$ cat config.mk
export PLATFORM = sky130hd
export DESIGN_NAME = ocs_clock_system
export DESIGN_NICKNAME = d
export VERILOG_FILES = /design/src/ocs_pkg.sv /design/src/ocs_clock_system.sv /design/src/ocs_divider.sv
export SDC_FILE = /design/constraint.sdc
export NUM_CORES = 1
export LEC_CHECK = 0
export ABC_AREA = 1
export BUFFER_PORTS_ARGS = -buffer_cell sky130_fd_sc_hd__buf_2
export CELL_PAD_IN_SITES_DETAIL_PLACEMENT = 0
export CELL_PAD_IN_SITES_GLOBAL_PLACEMENT = 2
export CORE_AREA = 8 8 145 147
export CTS_CLUSTER_DIAMETER = 120
export DETAILED_ROUTE_END_ITERATION = 10
export DIE_AREA = 0 0 153 155
export MAX_ROUTING_LAYER = met4
export PLACE_DENSITY_LB_ADDON = 0.1
export SLEW_MARGIN = 20
export SYNTH_ARGS = -nofsm -noshare
export SYNTH_HDL_FRONTEND = slang
export SYNTH_SLANG_ARGS = --single-unit
$ cat constraint.sdc
create_clock -name core_clk_i -period 3.7 [get_ports core_clk_i]
set_clock_uncertainty 0.05 [all_clocks]
set_input_delay 0.37 -clock core_clk_i [delete_from_list [all_inputs] [get_ports core_clk_i]]
set_output_delay 0.37 -clock core_clk_i [all_outputs]
set_load 0.05 [all_outputs]
$ cat src/ocs_pkg.sv
package ocs_pkg;
  // register map (tuning register has no printed offset, control is coined)
  localparam logic [3:0] ADDR_TUNING  = 4'h0;
  localparam logic [3:0] ADDR_CONTROL = 4'h1;
  localparam logic [3:0] ADDR_STATUS  = 4'h2;
  localparam logic [7:0] TUNING_RESET  = 8'h00;
  localparam logic [7:0] CONTROL_RESET = 8'h40;
  localparam int TUN_SRC_BIT   = 7;
  localparam int TUN_TRIM_MSB  = 4;
  localparam int CTL_FSEL_LSB  = 4;
  localparam int CTL_USBEN_BIT = 0;
  localparam logic [7:0] TUNING_MASK  = 8'h9F;
  localparam logic [7:0] CONTROL_MASK = 8'h71;
  // oscillator mode encodings of the four-bit configuration field
  localparam logic [3:0] MODE_XT      = 4'h0;
  localparam logic [3:0] MODE_LOW_SPEED_CRYSTAL_PLL_MODE   = 4'h2;
  localparam logic [3:0] MODE_EXTERNAL_CLOCK_IO_MODE    = 4'h4;
  localparam logic [3:0] MODE_EC      = 4'h5;
  localparam logic [3:0] MODE_EXTERNAL_CLOCK_PLL_IO_MODE   = 4'h6;
  localparam logic [3:0] MODE_EXTERNAL_CLOCK_PLL_MODE   = 4'h7;
  localparam logic [3:0] MODE_INTERNAL_CORE_EXT_USB_IO_MODE   = 4'h8;
  localparam logic [3:0] MODE_INTERNAL_CORE_EXT_USB_CLKOUT_MODE  = 4'h9;
  localparam logic [3:0] MODE_INTERNAL_CORE_XT_USB_MODE   = 4'hA;
  localparam logic [3:0] MODE_INTERNAL_CORE_HS_USB_MODE   = 4'hB;
  localparam logic [3:0] MODE_HS      = 4'hC;
  localparam logic [3:0] MODE_HIGH_SPEED_CRYSTAL_PLL_MODE   = 4'hE;
  // prescaler divide ratios for the eight settings
  localparam logic [3:0] PRE_DIV [8] = '{4'h1, 4'h2, 4'h3, 4'h4,
                                         4'h5, 4'h6, 4'hA, 4'hC};
  // postscaler ratios of the pll output for the core
  localparam logic [3:0] POST_DIV [4] = '{4'h2, 4'h3, 4'h4, 4'h6};
  localparam logic [7:0] LF_DIV       = 8'h10;
  localparam int SETTLE_US     = 1000;
  localparam int CLK_MHZ       = 10;
  localparam int SETTLE_CYCLES = SETTLE_US * CLK_MHZ;
endpackage

$ cat src/ocs_clock_system.sv
`timescale 1ns/10ps
// How it works
// a four-bit mode field picks one of twelve oscillator modes
// mode and usb divider choices are latched once after reset
// usb clock always comes from the primary oscillator path
// in pll modes with usb enabled the usb clock is 6 or 48 mhz
// the pll runs only in the four pll modes
// pll turns a 4 mhz input into a 96 mhz reference
// eight-setting prescaler divides the input by up to twelve
// pll postscaler gives the core 1/2, 1/3, 1/4 or 1/6
// low-speed crystal pll mode feeds the pll without prescaling
// internal block gives 8 mhz plus a 31 khz to 4 mhz postscaler
// 8 mhz output is on for selections from 125 khz to 8 mhz
// slow rc runs when selected or any supervising feature is on
// the frequency-select field picks direct or postscaled internal clock
// internal-core modes fix the usb source by mode
// second pin gives fosc/4 or general i/o in external-usb modes
// five-bit trim sets frequency, 01111 max, 00000 centre, 10000 min
// trim change settles within 1 ms with no flag raised
// low-frequency source bit picks 8 mhz/256 or the slow rc
// 8 mhz output is on for nonzero select or source bit set
// full-speed usb takes 96 mhz / 2; bypass feeds primary directly
module ocs_clock_system #(
  parameter int SETTLE_COUNT = ocs_pkg::SETTLE_CYCLES
) (
  input  wire logic       core_clk_i,
  input  wire logic       rst_n_i,
  input  wire logic [3:0] addr_i,
  input  wire logic [7:0] wdata_i,
  input  wire logic       wr_i,
  input  wire logic       rd_i,
  output logic      [7:0] rdata_o,
  input  wire logic [3:0] oscillator_mode_select_i,
  input  wire logic [2:0] usb_prescale_sel_i,
  input  wire logic [1:0] core_postscale_sel_i,
  input  wire logic       usb_full_speed_i,
  input  wire logic       pwrt_en_i,
  input  wire logic       fscm_en_i,
  input  wire logic       wdt_en_i,
  input  wire logic       two_speed_en_i,
  input  wire logic       primary_tick_i,
  input  wire logic       fast_osc_tick_i,
  input  wire logic       slow_rc_tick_i,
  output logic            pll_enable_o,
  output logic            pll_ref_tick_o,
  output logic            usb_clk_tick_o,
  output logic            core_clk_tick_o,
  output logic            fast_osc_enable_o,
  output logic            slow_rc_enable_o,
  output logic      [4:0] frequency_trim_o,
  output logic            second_osc_pin_clkout_o,
  output logic            second_osc_pin_oe_n_o,
  output logic            usb_uses_internal_core_o
);
  logic       rst_s1;
  logic       rst_n;
  logic [2:0] prim_sync;
  logic [2:0] fast_sync;
  logic [2:0] rc_sync;
  logic [9:0] cfg_sync1;
  logic [9:0] cfg_sync2;
  logic       cfg_done;
  logic [3:0] mode;
  logic [2:0] pre_sel;
  logic [1:0] post_sel;
  logic       usb_fs;
  logic [7:0] tuning;
  logic [7:0] control;
  logic [13:0] settle_cnt;
  logic       next_cfg_done;
  logic [3:0] next_mode;
  logic [2:0] next_pre_sel;
  logic [1:0] next_post_sel;
  logic       next_usb_fs;
  logic [7:0] next_tuning;
  logic [7:0] next_control;
  logic [13:0] next_settle_cnt;
  logic [7:0] next_rdata;
  logic       pll_mode;
  logic       int_core;
  logic       pre_in;
  logic       pll_in;
  logic       pll_tick;
  logic       usb_fs_tick;
  logic       usb_ls_tick;
  logic       core_pll_tick;
  logic       fast_post_tick;
  logic       lf_div_tick;
  logic       lf_mid_tick;
  logic       lf_tick;
  logic [2:0] fsel;
  logic [7:0] fast_ratio;
  logic       next_pll_enable;
  logic       next_pll_ref;
  logic       next_usb_tick;
  logic       next_core_tick;
  logic       next_fast_en;
  logic       next_rc_en;
  logic       next_clkout;
  logic       next_oe_n;
  logic       next_usb_int;
  logic       fosc4_tick;

  always_ff @(posedge core_clk_i or negedge rst_n_i) begin
    if (!rst_n_i) begin
      rst_s1 <= 1'b0;
      rst_n  <= 1'b0;
    end else begin
      rst_s1 <= 1'b1;
      rst_n  <= rst_s1;
    end
  end

  // oscillator ticks come from foreign clocks: two flops then an edge
  always_ff @(posedge core_clk_i or negedge rst_n) begin
    if (!rst_n) begin
      prim_sync <= 3'h0;
      fast_sync <= 3'h0;
      rc_sync   <= 3'h0;
    end else begin
      prim_sync <= {prim_sync[1:0], primary_tick_i};
      fast_sync <= {fast_sync[1:0], fast_osc_tick_i};
      rc_sync   <= {rc_sync[1:0], slow_rc_tick_i};
    end
  end

  // no reset: the pair is already full of strap values at release
  always_ff @(posedge core_clk_i) begin
    cfg_sync1 <= {usb_full_speed_i, core_postscale_sel_i,
                  usb_prescale_sel_i, oscillator_mode_select_i};
    cfg_sync2 <= cfg_sync1;
  end

  // configuration is sampled once after reset release and then frozen
  always_comb begin
    next_cfg_done = 1'b1;
    next_mode     = mode;
    next_pre_sel  = pre_sel;
    next_post_sel = post_sel;
    next_usb_fs   = usb_fs;
    if (!cfg_done) begin
      next_mode     = cfg_sync2[3:0];
      next_pre_sel  = cfg_sync2[6:4];
      next_post_sel = cfg_sync2[8:7];
      next_usb_fs   = cfg_sync2[9];
    end
  end

  // register bus: tuning and control write, status reads back state
  always_comb begin
    next_tuning     = tuning;
    next_control    = control;
    next_settle_cnt = settle_cnt;
    next_rdata      = 8'h00;
    if (settle_cnt != 14'h0000) begin
      next_settle_cnt = settle_cnt - 14'h0001;
    end
    if (wr_i) begin
      if (addr_i == ocs_pkg::ADDR_TUNING) begin
        next_tuning = wdata_i & ocs_pkg::TUNING_MASK;
        next_settle_cnt = 14'(SETTLE_COUNT);
      end else if (addr_i == ocs_pkg::ADDR_CONTROL) begin
        next_control = wdata_i & ocs_pkg::CONTROL_MASK;
      end
    end
    if (rd_i) begin
      if (addr_i == ocs_pkg::ADDR_TUNING) begin
        next_rdata = tuning;
      end else if (addr_i == ocs_pkg::ADDR_CONTROL) begin
        next_rdata = control;
      end else if (addr_i == ocs_pkg::ADDR_STATUS) begin
        next_rdata = {mode, usb_uses_internal_core_o, pll_enable_o,
                      fast_osc_enable_o, slow_rc_enable_o};
      end
    end
  end

  always_ff @(posedge core_clk_i or negedge rst_n) begin
    if (!rst_n) begin
      cfg_done   <= 1'b0;
      mode       <= 4'h0;
      pre_sel    <= 3'h0;
      post_sel   <= 2'h0;
      usb_fs     <= 1'b0;
      tuning     <= ocs_pkg::TUNING_RESET;
      control    <= ocs_pkg::CONTROL_RESET;
      settle_cnt <= 14'h0000;
      rdata_o    <= 8'h00;
    end else begin
      cfg_done   <= next_cfg_done;
      mode       <= next_mode;
      pre_sel    <= next_pre_sel;
      post_sel   <= next_post_sel;
      usb_fs     <= next_usb_fs;
      tuning     <= next_tuning;
      control    <= next_control;
      settle_cnt <= next_settle_cnt;
      rdata_o    <= next_rdata;
    end
  end

  assign pll_mode = (mode == ocs_pkg::MODE_HIGH_SPEED_CRYSTAL_PLL_MODE) ||
                    (mode == ocs_pkg::MODE_LOW_SPEED_CRYSTAL_PLL_MODE) ||
                    (mode == ocs_pkg::MODE_EXTERNAL_CLOCK_PLL_MODE) ||
                    (mode == ocs_pkg::MODE_EXTERNAL_CLOCK_PLL_IO_MODE);
  assign int_core = (mode >= ocs_pkg::MODE_INTERNAL_CORE_EXT_USB_IO_MODE) &&
                    (mode <= ocs_pkg::MODE_INTERNAL_CORE_HS_USB_MODE);
  assign pre_in   = prim_sync[1] & ~prim_sync[2];
  assign fsel     = control[ocs_pkg::CTL_FSEL_LSB +: 3];

  // prescaler: primary input down to the 4 mhz pll drive
  ocs_divider u_pre (
    .clk_i   (core_clk_i),
    .rst_n_i (rst_n),
    .tick_i  (pre_in && pll_mode),
    .ratio_i ({4'h0, ocs_pkg::PRE_DIV[pre_sel]}),
    .tick_o  (pll_tick)
  );
  // low-speed crystal pll mode bypasses the prescaler
  assign pll_in = (mode == ocs_pkg::MODE_LOW_SPEED_CRYSTAL_PLL_MODE) ?
                  (pre_in && pll_mode) : pll_tick;

  // pll reference events stand for the 96 mhz output; usb fs takes /2
  ocs_divider u_usb (
    .clk_i   (core_clk_i),
    .rst_n_i (rst_n),
    .tick_i  (pll_in),
    .ratio_i (8'h02),
    .tick_o  (usb_fs_tick)
  );
  ocs_divider u_usb_ls (
    .clk_i   (core_clk_i),
    .rst_n_i (rst_n),
    .tick_i  (usb_fs_tick),
    .ratio_i (8'h08),
    .tick_o  (usb_ls_tick)
  );
  ocs_divider u_post (
    .clk_i   (core_clk_i),
    .rst_n_i (rst_n),
    .tick_i  (pll_in),
    .ratio_i ({4'h0, ocs_pkg::POST_DIV[post_sel]}),
    .tick_o  (core_pll_tick)
  );

  // internal postscaler: select 7 is 8 mhz direct, lower codes halve
  assign fast_ratio = 8'h01 << (3'h7 - fsel);
  ocs_divider u_fast (
    .clk_i   (core_clk_i),
    .rst_n_i (rst_n),
    .tick_i  (fast_sync[1] & ~fast_sync[2]),
    .ratio_i (fast_ratio),
    .tick_o  (fast_post_tick)
  );
  ocs_divider u_lf (
    .clk_i   (core_clk_i),
    .rst_n_i (rst_n),
    .tick_i  (fast_sync[1] & ~fast_sync[2]),
    .ratio_i (ocs_pkg::LF_DIV),
    .tick_o  (lf_mid_tick)
  );
  // two stages of sixteen give the divide-by-256 one counter cannot
  ocs_divider u_lf2 (
    .clk_i   (core_clk_i),
    .rst_n_i (rst_n),
    .tick_i  (lf_mid_tick),
    .ratio_i (ocs_pkg::LF_DIV),
    .tick_o  (lf_div_tick)
  );
  assign lf_tick = tuning[ocs_pkg::TUN_SRC_BIT] ? lf_div_tick :
                   (rc_sync[1] & ~rc_sync[2]);
  ocs_divider u_fosc4 (
    .clk_i   (core_clk_i),
    .rst_n_i (rst_n),
    .tick_i  (next_core_tick),
    .ratio_i (8'h04),
    .tick_o  (fosc4_tick)
  );

  always_comb begin
    next_pll_enable = pll_mode;
    next_pll_ref    = pll_in;
    next_usb_tick   = 1'b0;
    if (control[ocs_pkg::CTL_USBEN_BIT]) begin
      next_usb_tick = usb_fs ? usb_fs_tick : usb_ls_tick;
      if (!pll_mode) begin
        next_usb_tick = pre_in;
      end
    end
    if (int_core) begin
      next_core_tick = (fsel == 3'h0) ? lf_tick : fast_post_tick;
    end else if (pll_mode) begin
      next_core_tick = core_pll_tick;
    end else begin
      next_core_tick = pre_in;
    end
    next_fast_en = (fsel != 3'h0) ||
                   tuning[ocs_pkg::TUN_SRC_BIT];
    next_rc_en   = (int_core && fsel == 3'h0 &&
                    !tuning[ocs_pkg::TUN_SRC_BIT]) ||
                   pwrt_en_i || fscm_en_i || wdt_en_i ||
                   two_speed_en_i;
    next_usb_int = int_core;
    next_oe_n    = 1'b1;
    next_clkout  = 1'b0;
    if (mode == ocs_pkg::MODE_INTERNAL_CORE_EXT_USB_CLKOUT_MODE || mode == ocs_pkg::MODE_EC ||
        mode == ocs_pkg::MODE_EXTERNAL_CLOCK_PLL_MODE) begin
      next_oe_n   = 1'b0;
      next_clkout = fosc4_tick;
    end
  end

  always_ff @(posedge core_clk_i or negedge rst_n) begin
    if (!rst_n) begin
      pll_enable_o             <= 1'b0;
      pll_ref_tick_o           <= 1'b0;
      usb_clk_tick_o           <= 1'b0;
      core_clk_tick_o          <= 1'b0;
      fast_osc_enable_o        <= 1'b0;
      slow_rc_enable_o         <= 1'b0;
      frequency_trim_o         <= 5'h00;
      second_osc_pin_clkout_o  <= 1'b0;
      second_osc_pin_oe_n_o    <= 1'b1;
      usb_uses_internal_core_o <= 1'b0;
    end else begin
      pll_enable_o             <= next_pll_enable;
      pll_ref_tick_o           <= next_pll_ref;
      usb_clk_tick_o           <= next_usb_tick;
      core_clk_tick_o          <= next_core_tick;
      fast_osc_enable_o        <= next_fast_en;
      slow_rc_enable_o         <= next_rc_en;
      frequency_trim_o         <= tuning[ocs_pkg::TUN_TRIM_MSB:0];
      second_osc_pin_clkout_o  <= next_clkout;
      second_osc_pin_oe_n_o    <= next_oe_n;
      usb_uses_internal_core_o <= next_usb_int;
    end
  end
endmodule

$ cat src/ocs_divider.sv
`timescale 1ns/10ps
module ocs_divider (
  input  wire logic       clk_i,
  input  wire logic       rst_n_i,
  input  wire logic       tick_i,
  input  wire logic [7:0] ratio_i,
  output logic            tick_o
);
  logic [7:0] cnt;
  logic [7:0] next_cnt;
  logic       next_tick;

  // divides an event stream; ratio 0 or 1 passes every event
  always_comb begin
    next_cnt  = cnt;
    next_tick = 1'b0;
    if (tick_i) begin
      if (cnt + 8'h01 >= ratio_i) begin
        next_cnt  = 8'h00;
        next_tick = 1'b1;
      end else begin
        next_cnt = cnt + 8'h01;
      end
    end
  end

  always_ff @(posedge clk_i or negedge rst_n_i) begin
    if (!rst_n_i) begin
      cnt    <= 8'h00;
      tick_o <= 1'b0;
    end else begin
      cnt    <= next_cnt;
      tick_o <= next_tick;
    end
  end
endmodule

==> reports/results.ini <==
[yosys]
netlist_instances=674
synth_top_area_cell=dfrtp_1
synth_area_leaders=dfrtp_1, nand2_1, dfxtp_1, inv_1, ha_1
ys_ff_latch=146
avgSynthCellArea_um2=9.328
ys_warn_count=0
synth_top_area_share_pct=49.35
synth.distinct_cells=42
synth_area_um2=6287
yosysSeqAreaShare_pct=56.56

[setup_path]
setup.worst_path.end=u_fast.cnt[7]$_DFFE_PN0P_
r2r-start=u_fast.cnt[0]$_DFFE_PN0P_
worstSetupPathType=flip-flop to flip-flop
cp_max_fo=7
crit_arrival_ns=2.54
cp-end-kind=flip-flop
rrSetupSlack_ns=1.41
startpoint_type=flip-flop
reg2regPathDepth=12
cp-startpoint=u_fast.cnt[0]$_DFFE_PN0P_
cp.required_ns=3.96
timing.rr.end=u_fast.cnt[7]$_DFFE_PN0P_

[sta]
hold_viol_final=0
fmax_mhz=436.9
relSlewSlack_pct=58.61
final.period_utilization_pct=61.86
whs_ns=0.02151
slew_violations=0
setup_tns_ns=0
setup_ws_ns=1.411
setup_viol=0
rsz0062_at_grt=no
worstMarginPinSlew_ns=0.6144
fin_crit_ns=2.289

[power]
leakage_nw=3.766
p_total_mw=4.473
irDropWorstVdd_uv=326.4
power_density_nw_per_um2=592.8

[layout]
drive_gt1_share_pct=17.60
final_cells=1005
design.final.nets=812
final-seq-area_um2=3560
area_delta_synth_final_pct=20.02
diodes=0
fillers=1914
multiInputGateArea_um2=2311

[route]
routedWlPerCell_um=12.92
wl_um=12990
viasPerCell=4.430
drt_first_pass_iters=4
drtIter0Drc=220
ant_nets=0
vias=4452
drc_errors=0

[clock_tree]
htreeDepth=4
root_buffer=clkbuf_16
cts.path.max_buffers=2
cts_buffers=17
clock_sinks=146
tritoncts=yes
clk_pin_slew_ns=0.06
clock_latency_ns=0.41
post_cts_buffers=0

[place]
hpwl_um=9315
gp_congestion=0.7338
preCtsSetupSlack_ns=1.416
io_buffers=54
dp.cells=960

[floorplanning]
dieWidth_um=153
num_io_pins=55
initial_core_util_pct=33.17
die_area_um2=23720
core_area_um2=18950
row_count=51
die_height_um=155

[global_route]
grt_util_all_layers_pct=12.02
grt_max_degree=81
grt-ovfl-total=0
grt_pass1_wl_um=22250
grt_pass1_vias=4353
grt_antenna_before_repair=0

[flow_run]
cap_violations=0

[hold_path]
hold_class=input pin to flip-flop

[outcome]
status=completed

## synthesized netlist by cell type (all sizes together)
| cell type | instances |
|---|---|
| nand2 | 147 |
| dfrtp | 124 |
| inv | 95 |
| nor2 | 80 |
| nand3 | 53 |
| o21ai | 43 |
| a21oi | 29 |
| ha | 25 |
| dfxtp | 20 |
| xor2 | 13 |
| nand4 | 6 |
| buf | 5 |
| clkbuf | 4 |
| mux2 | 4 |
| nand3b | 4 |
| a21boi | 3 |
| nor3 | 3 |
| clkinv | 2 |
| dfstp | 2 |
| o21bai | 2 |
| xnor2 | 2 |
| a211oi | 1 |
| a31oi | 1 |
| and2 | 1 |
| conb | 1 |
| mux2i | 1 |
| nor4 | 1 |
| o21a | 1 |
| o31ai | 1 |
## final cells by class
| type | instances | area share (%) |
|---|---|---|
| clock inverters | 11 | 1.177 |
| well taps | 238 | 3.946 |
| repair buffers | 69 | 5.671 |
| flip-flops and latches | 146 | 47.17 |
| clock buffers | 21 | 6.516 |
| multi-input cells | 423 | 30.63 |
| inverters | 97 | 4.891 |
## power by group
part | internal [mW] | switching, mW
Clock | 0.966 | 0.696
Sequential | 1.78 | 0.188
Combinational | 0.307 | 0.538
## layer usage
| metal | global-route usage (%) | part of all wire, % |
|---|---|---|
| met3 | 3.523 | 2.8 |
| met5 | - | 0 |
| met4 | 3.723 | 1.0 |
| met1 | 15.54 | 51 |
| met2 | 17.95 | 46 |
## registers in the layout (all words and copies together) (netlist names), 4 cells and up
name              cells
cfg_sync1            10
cfg_sync2            10
control               4
frequency_trim_o      5
mode                  4
rdata_o               8
tuning                6
u_fast.cnt            8
u_fosc4.cnt           8
u_lf.cnt              8
u_lf2.cnt             8
u_post.cnt            8
u_pre.cnt             8
u_usb.cnt             8
u_usb_ls.cnt          8
## worst min path at each step
stage	from	to	cells past startpoint
floorplan	rst_n_i	rst_n$_DFF_PN0_	0
global placement	rst_n_i	rst_s1$_DFF_PN0_	1
detailed placement	rst_n_i	rst_n$_DFF_PN0_	1
CTS	slow_rc_tick_i	rc_sync[0]$_DFF_PN0_	1
global route	fast_osc_tick_i	fast_sync[0]$_DFF_PN0_	1
finish	fast_osc_tick_i	fast_sync[0]$_DFF_PN0_	1
## worst max-delay path, stage by stage, from the launching register on
cell	delay [ns]
dfrtp_1	0.40
ha_1	0.23
nand4_1	0.15
o21ai_0	0.17
nand2_1	0.09
ha_1	0.28
nand2_1	0.07
nor2_1	0.14
nand4_1	0.09
nand3_1	0.26
nand2_1	0.14
nand2_1	0.08
inv_1	0.04
## layout by cell type, fill, tap and decap left out, types with 2 or more instances in the layout
cell	instances
xor2_1	13
dfxtp_1	20
o21ai_0	40
dfstp_2	2
nand3b_1	4
buf_2	54
nand4_1	5
nor2_2	7
ha_1	25
mux2_2	4
clkinv_1	2
nand2_1	137
inv_1	87
o21bai_1	2
nand3_1	51
inv_6	5
a21oi_1	29
conb_1	2
dfrtp_1	123
a21boi_0	3
inv_2	7
xnor2_1	2
dlygate4sd3_1	13
clkinv_4	3
nor2_4	10
o21ai_1	2
nor3_1	2
clkbuf_16	18
clkbuf_8	3
nand2_4	3
nor2_1	63
clkinv_2	2
nand2_2	7
## stage by stage
step	area, um^2	utilization, %
2_1_floorplan	6292	-
3_3_place_gp	6835	36.07
3_5_place_dp	6835	36.07
4_1_cts	7536	39.76
5_1_grt	7546	39.82
6_report	7546	39.82
## kinds of logic after synthesis
group | share of synthesized area, %
other | 0.05964
buffers and inverters | 6.746
AOI/OAI and AO/OA | 6.846
muxes | 0.8756
adders and majority gates | 4.975
and+or+nand+nor | 21.85
DFF | 56.56
xor gates and xnor gates | 2.090
## what timing repair did
item | CTS | global route
gates resized for setup | 0 | 0
hold endpoints to repair | 13 | 1
hold buffers | 12 | 1
No activity file was read; power rests on OpenSTA's default activity.
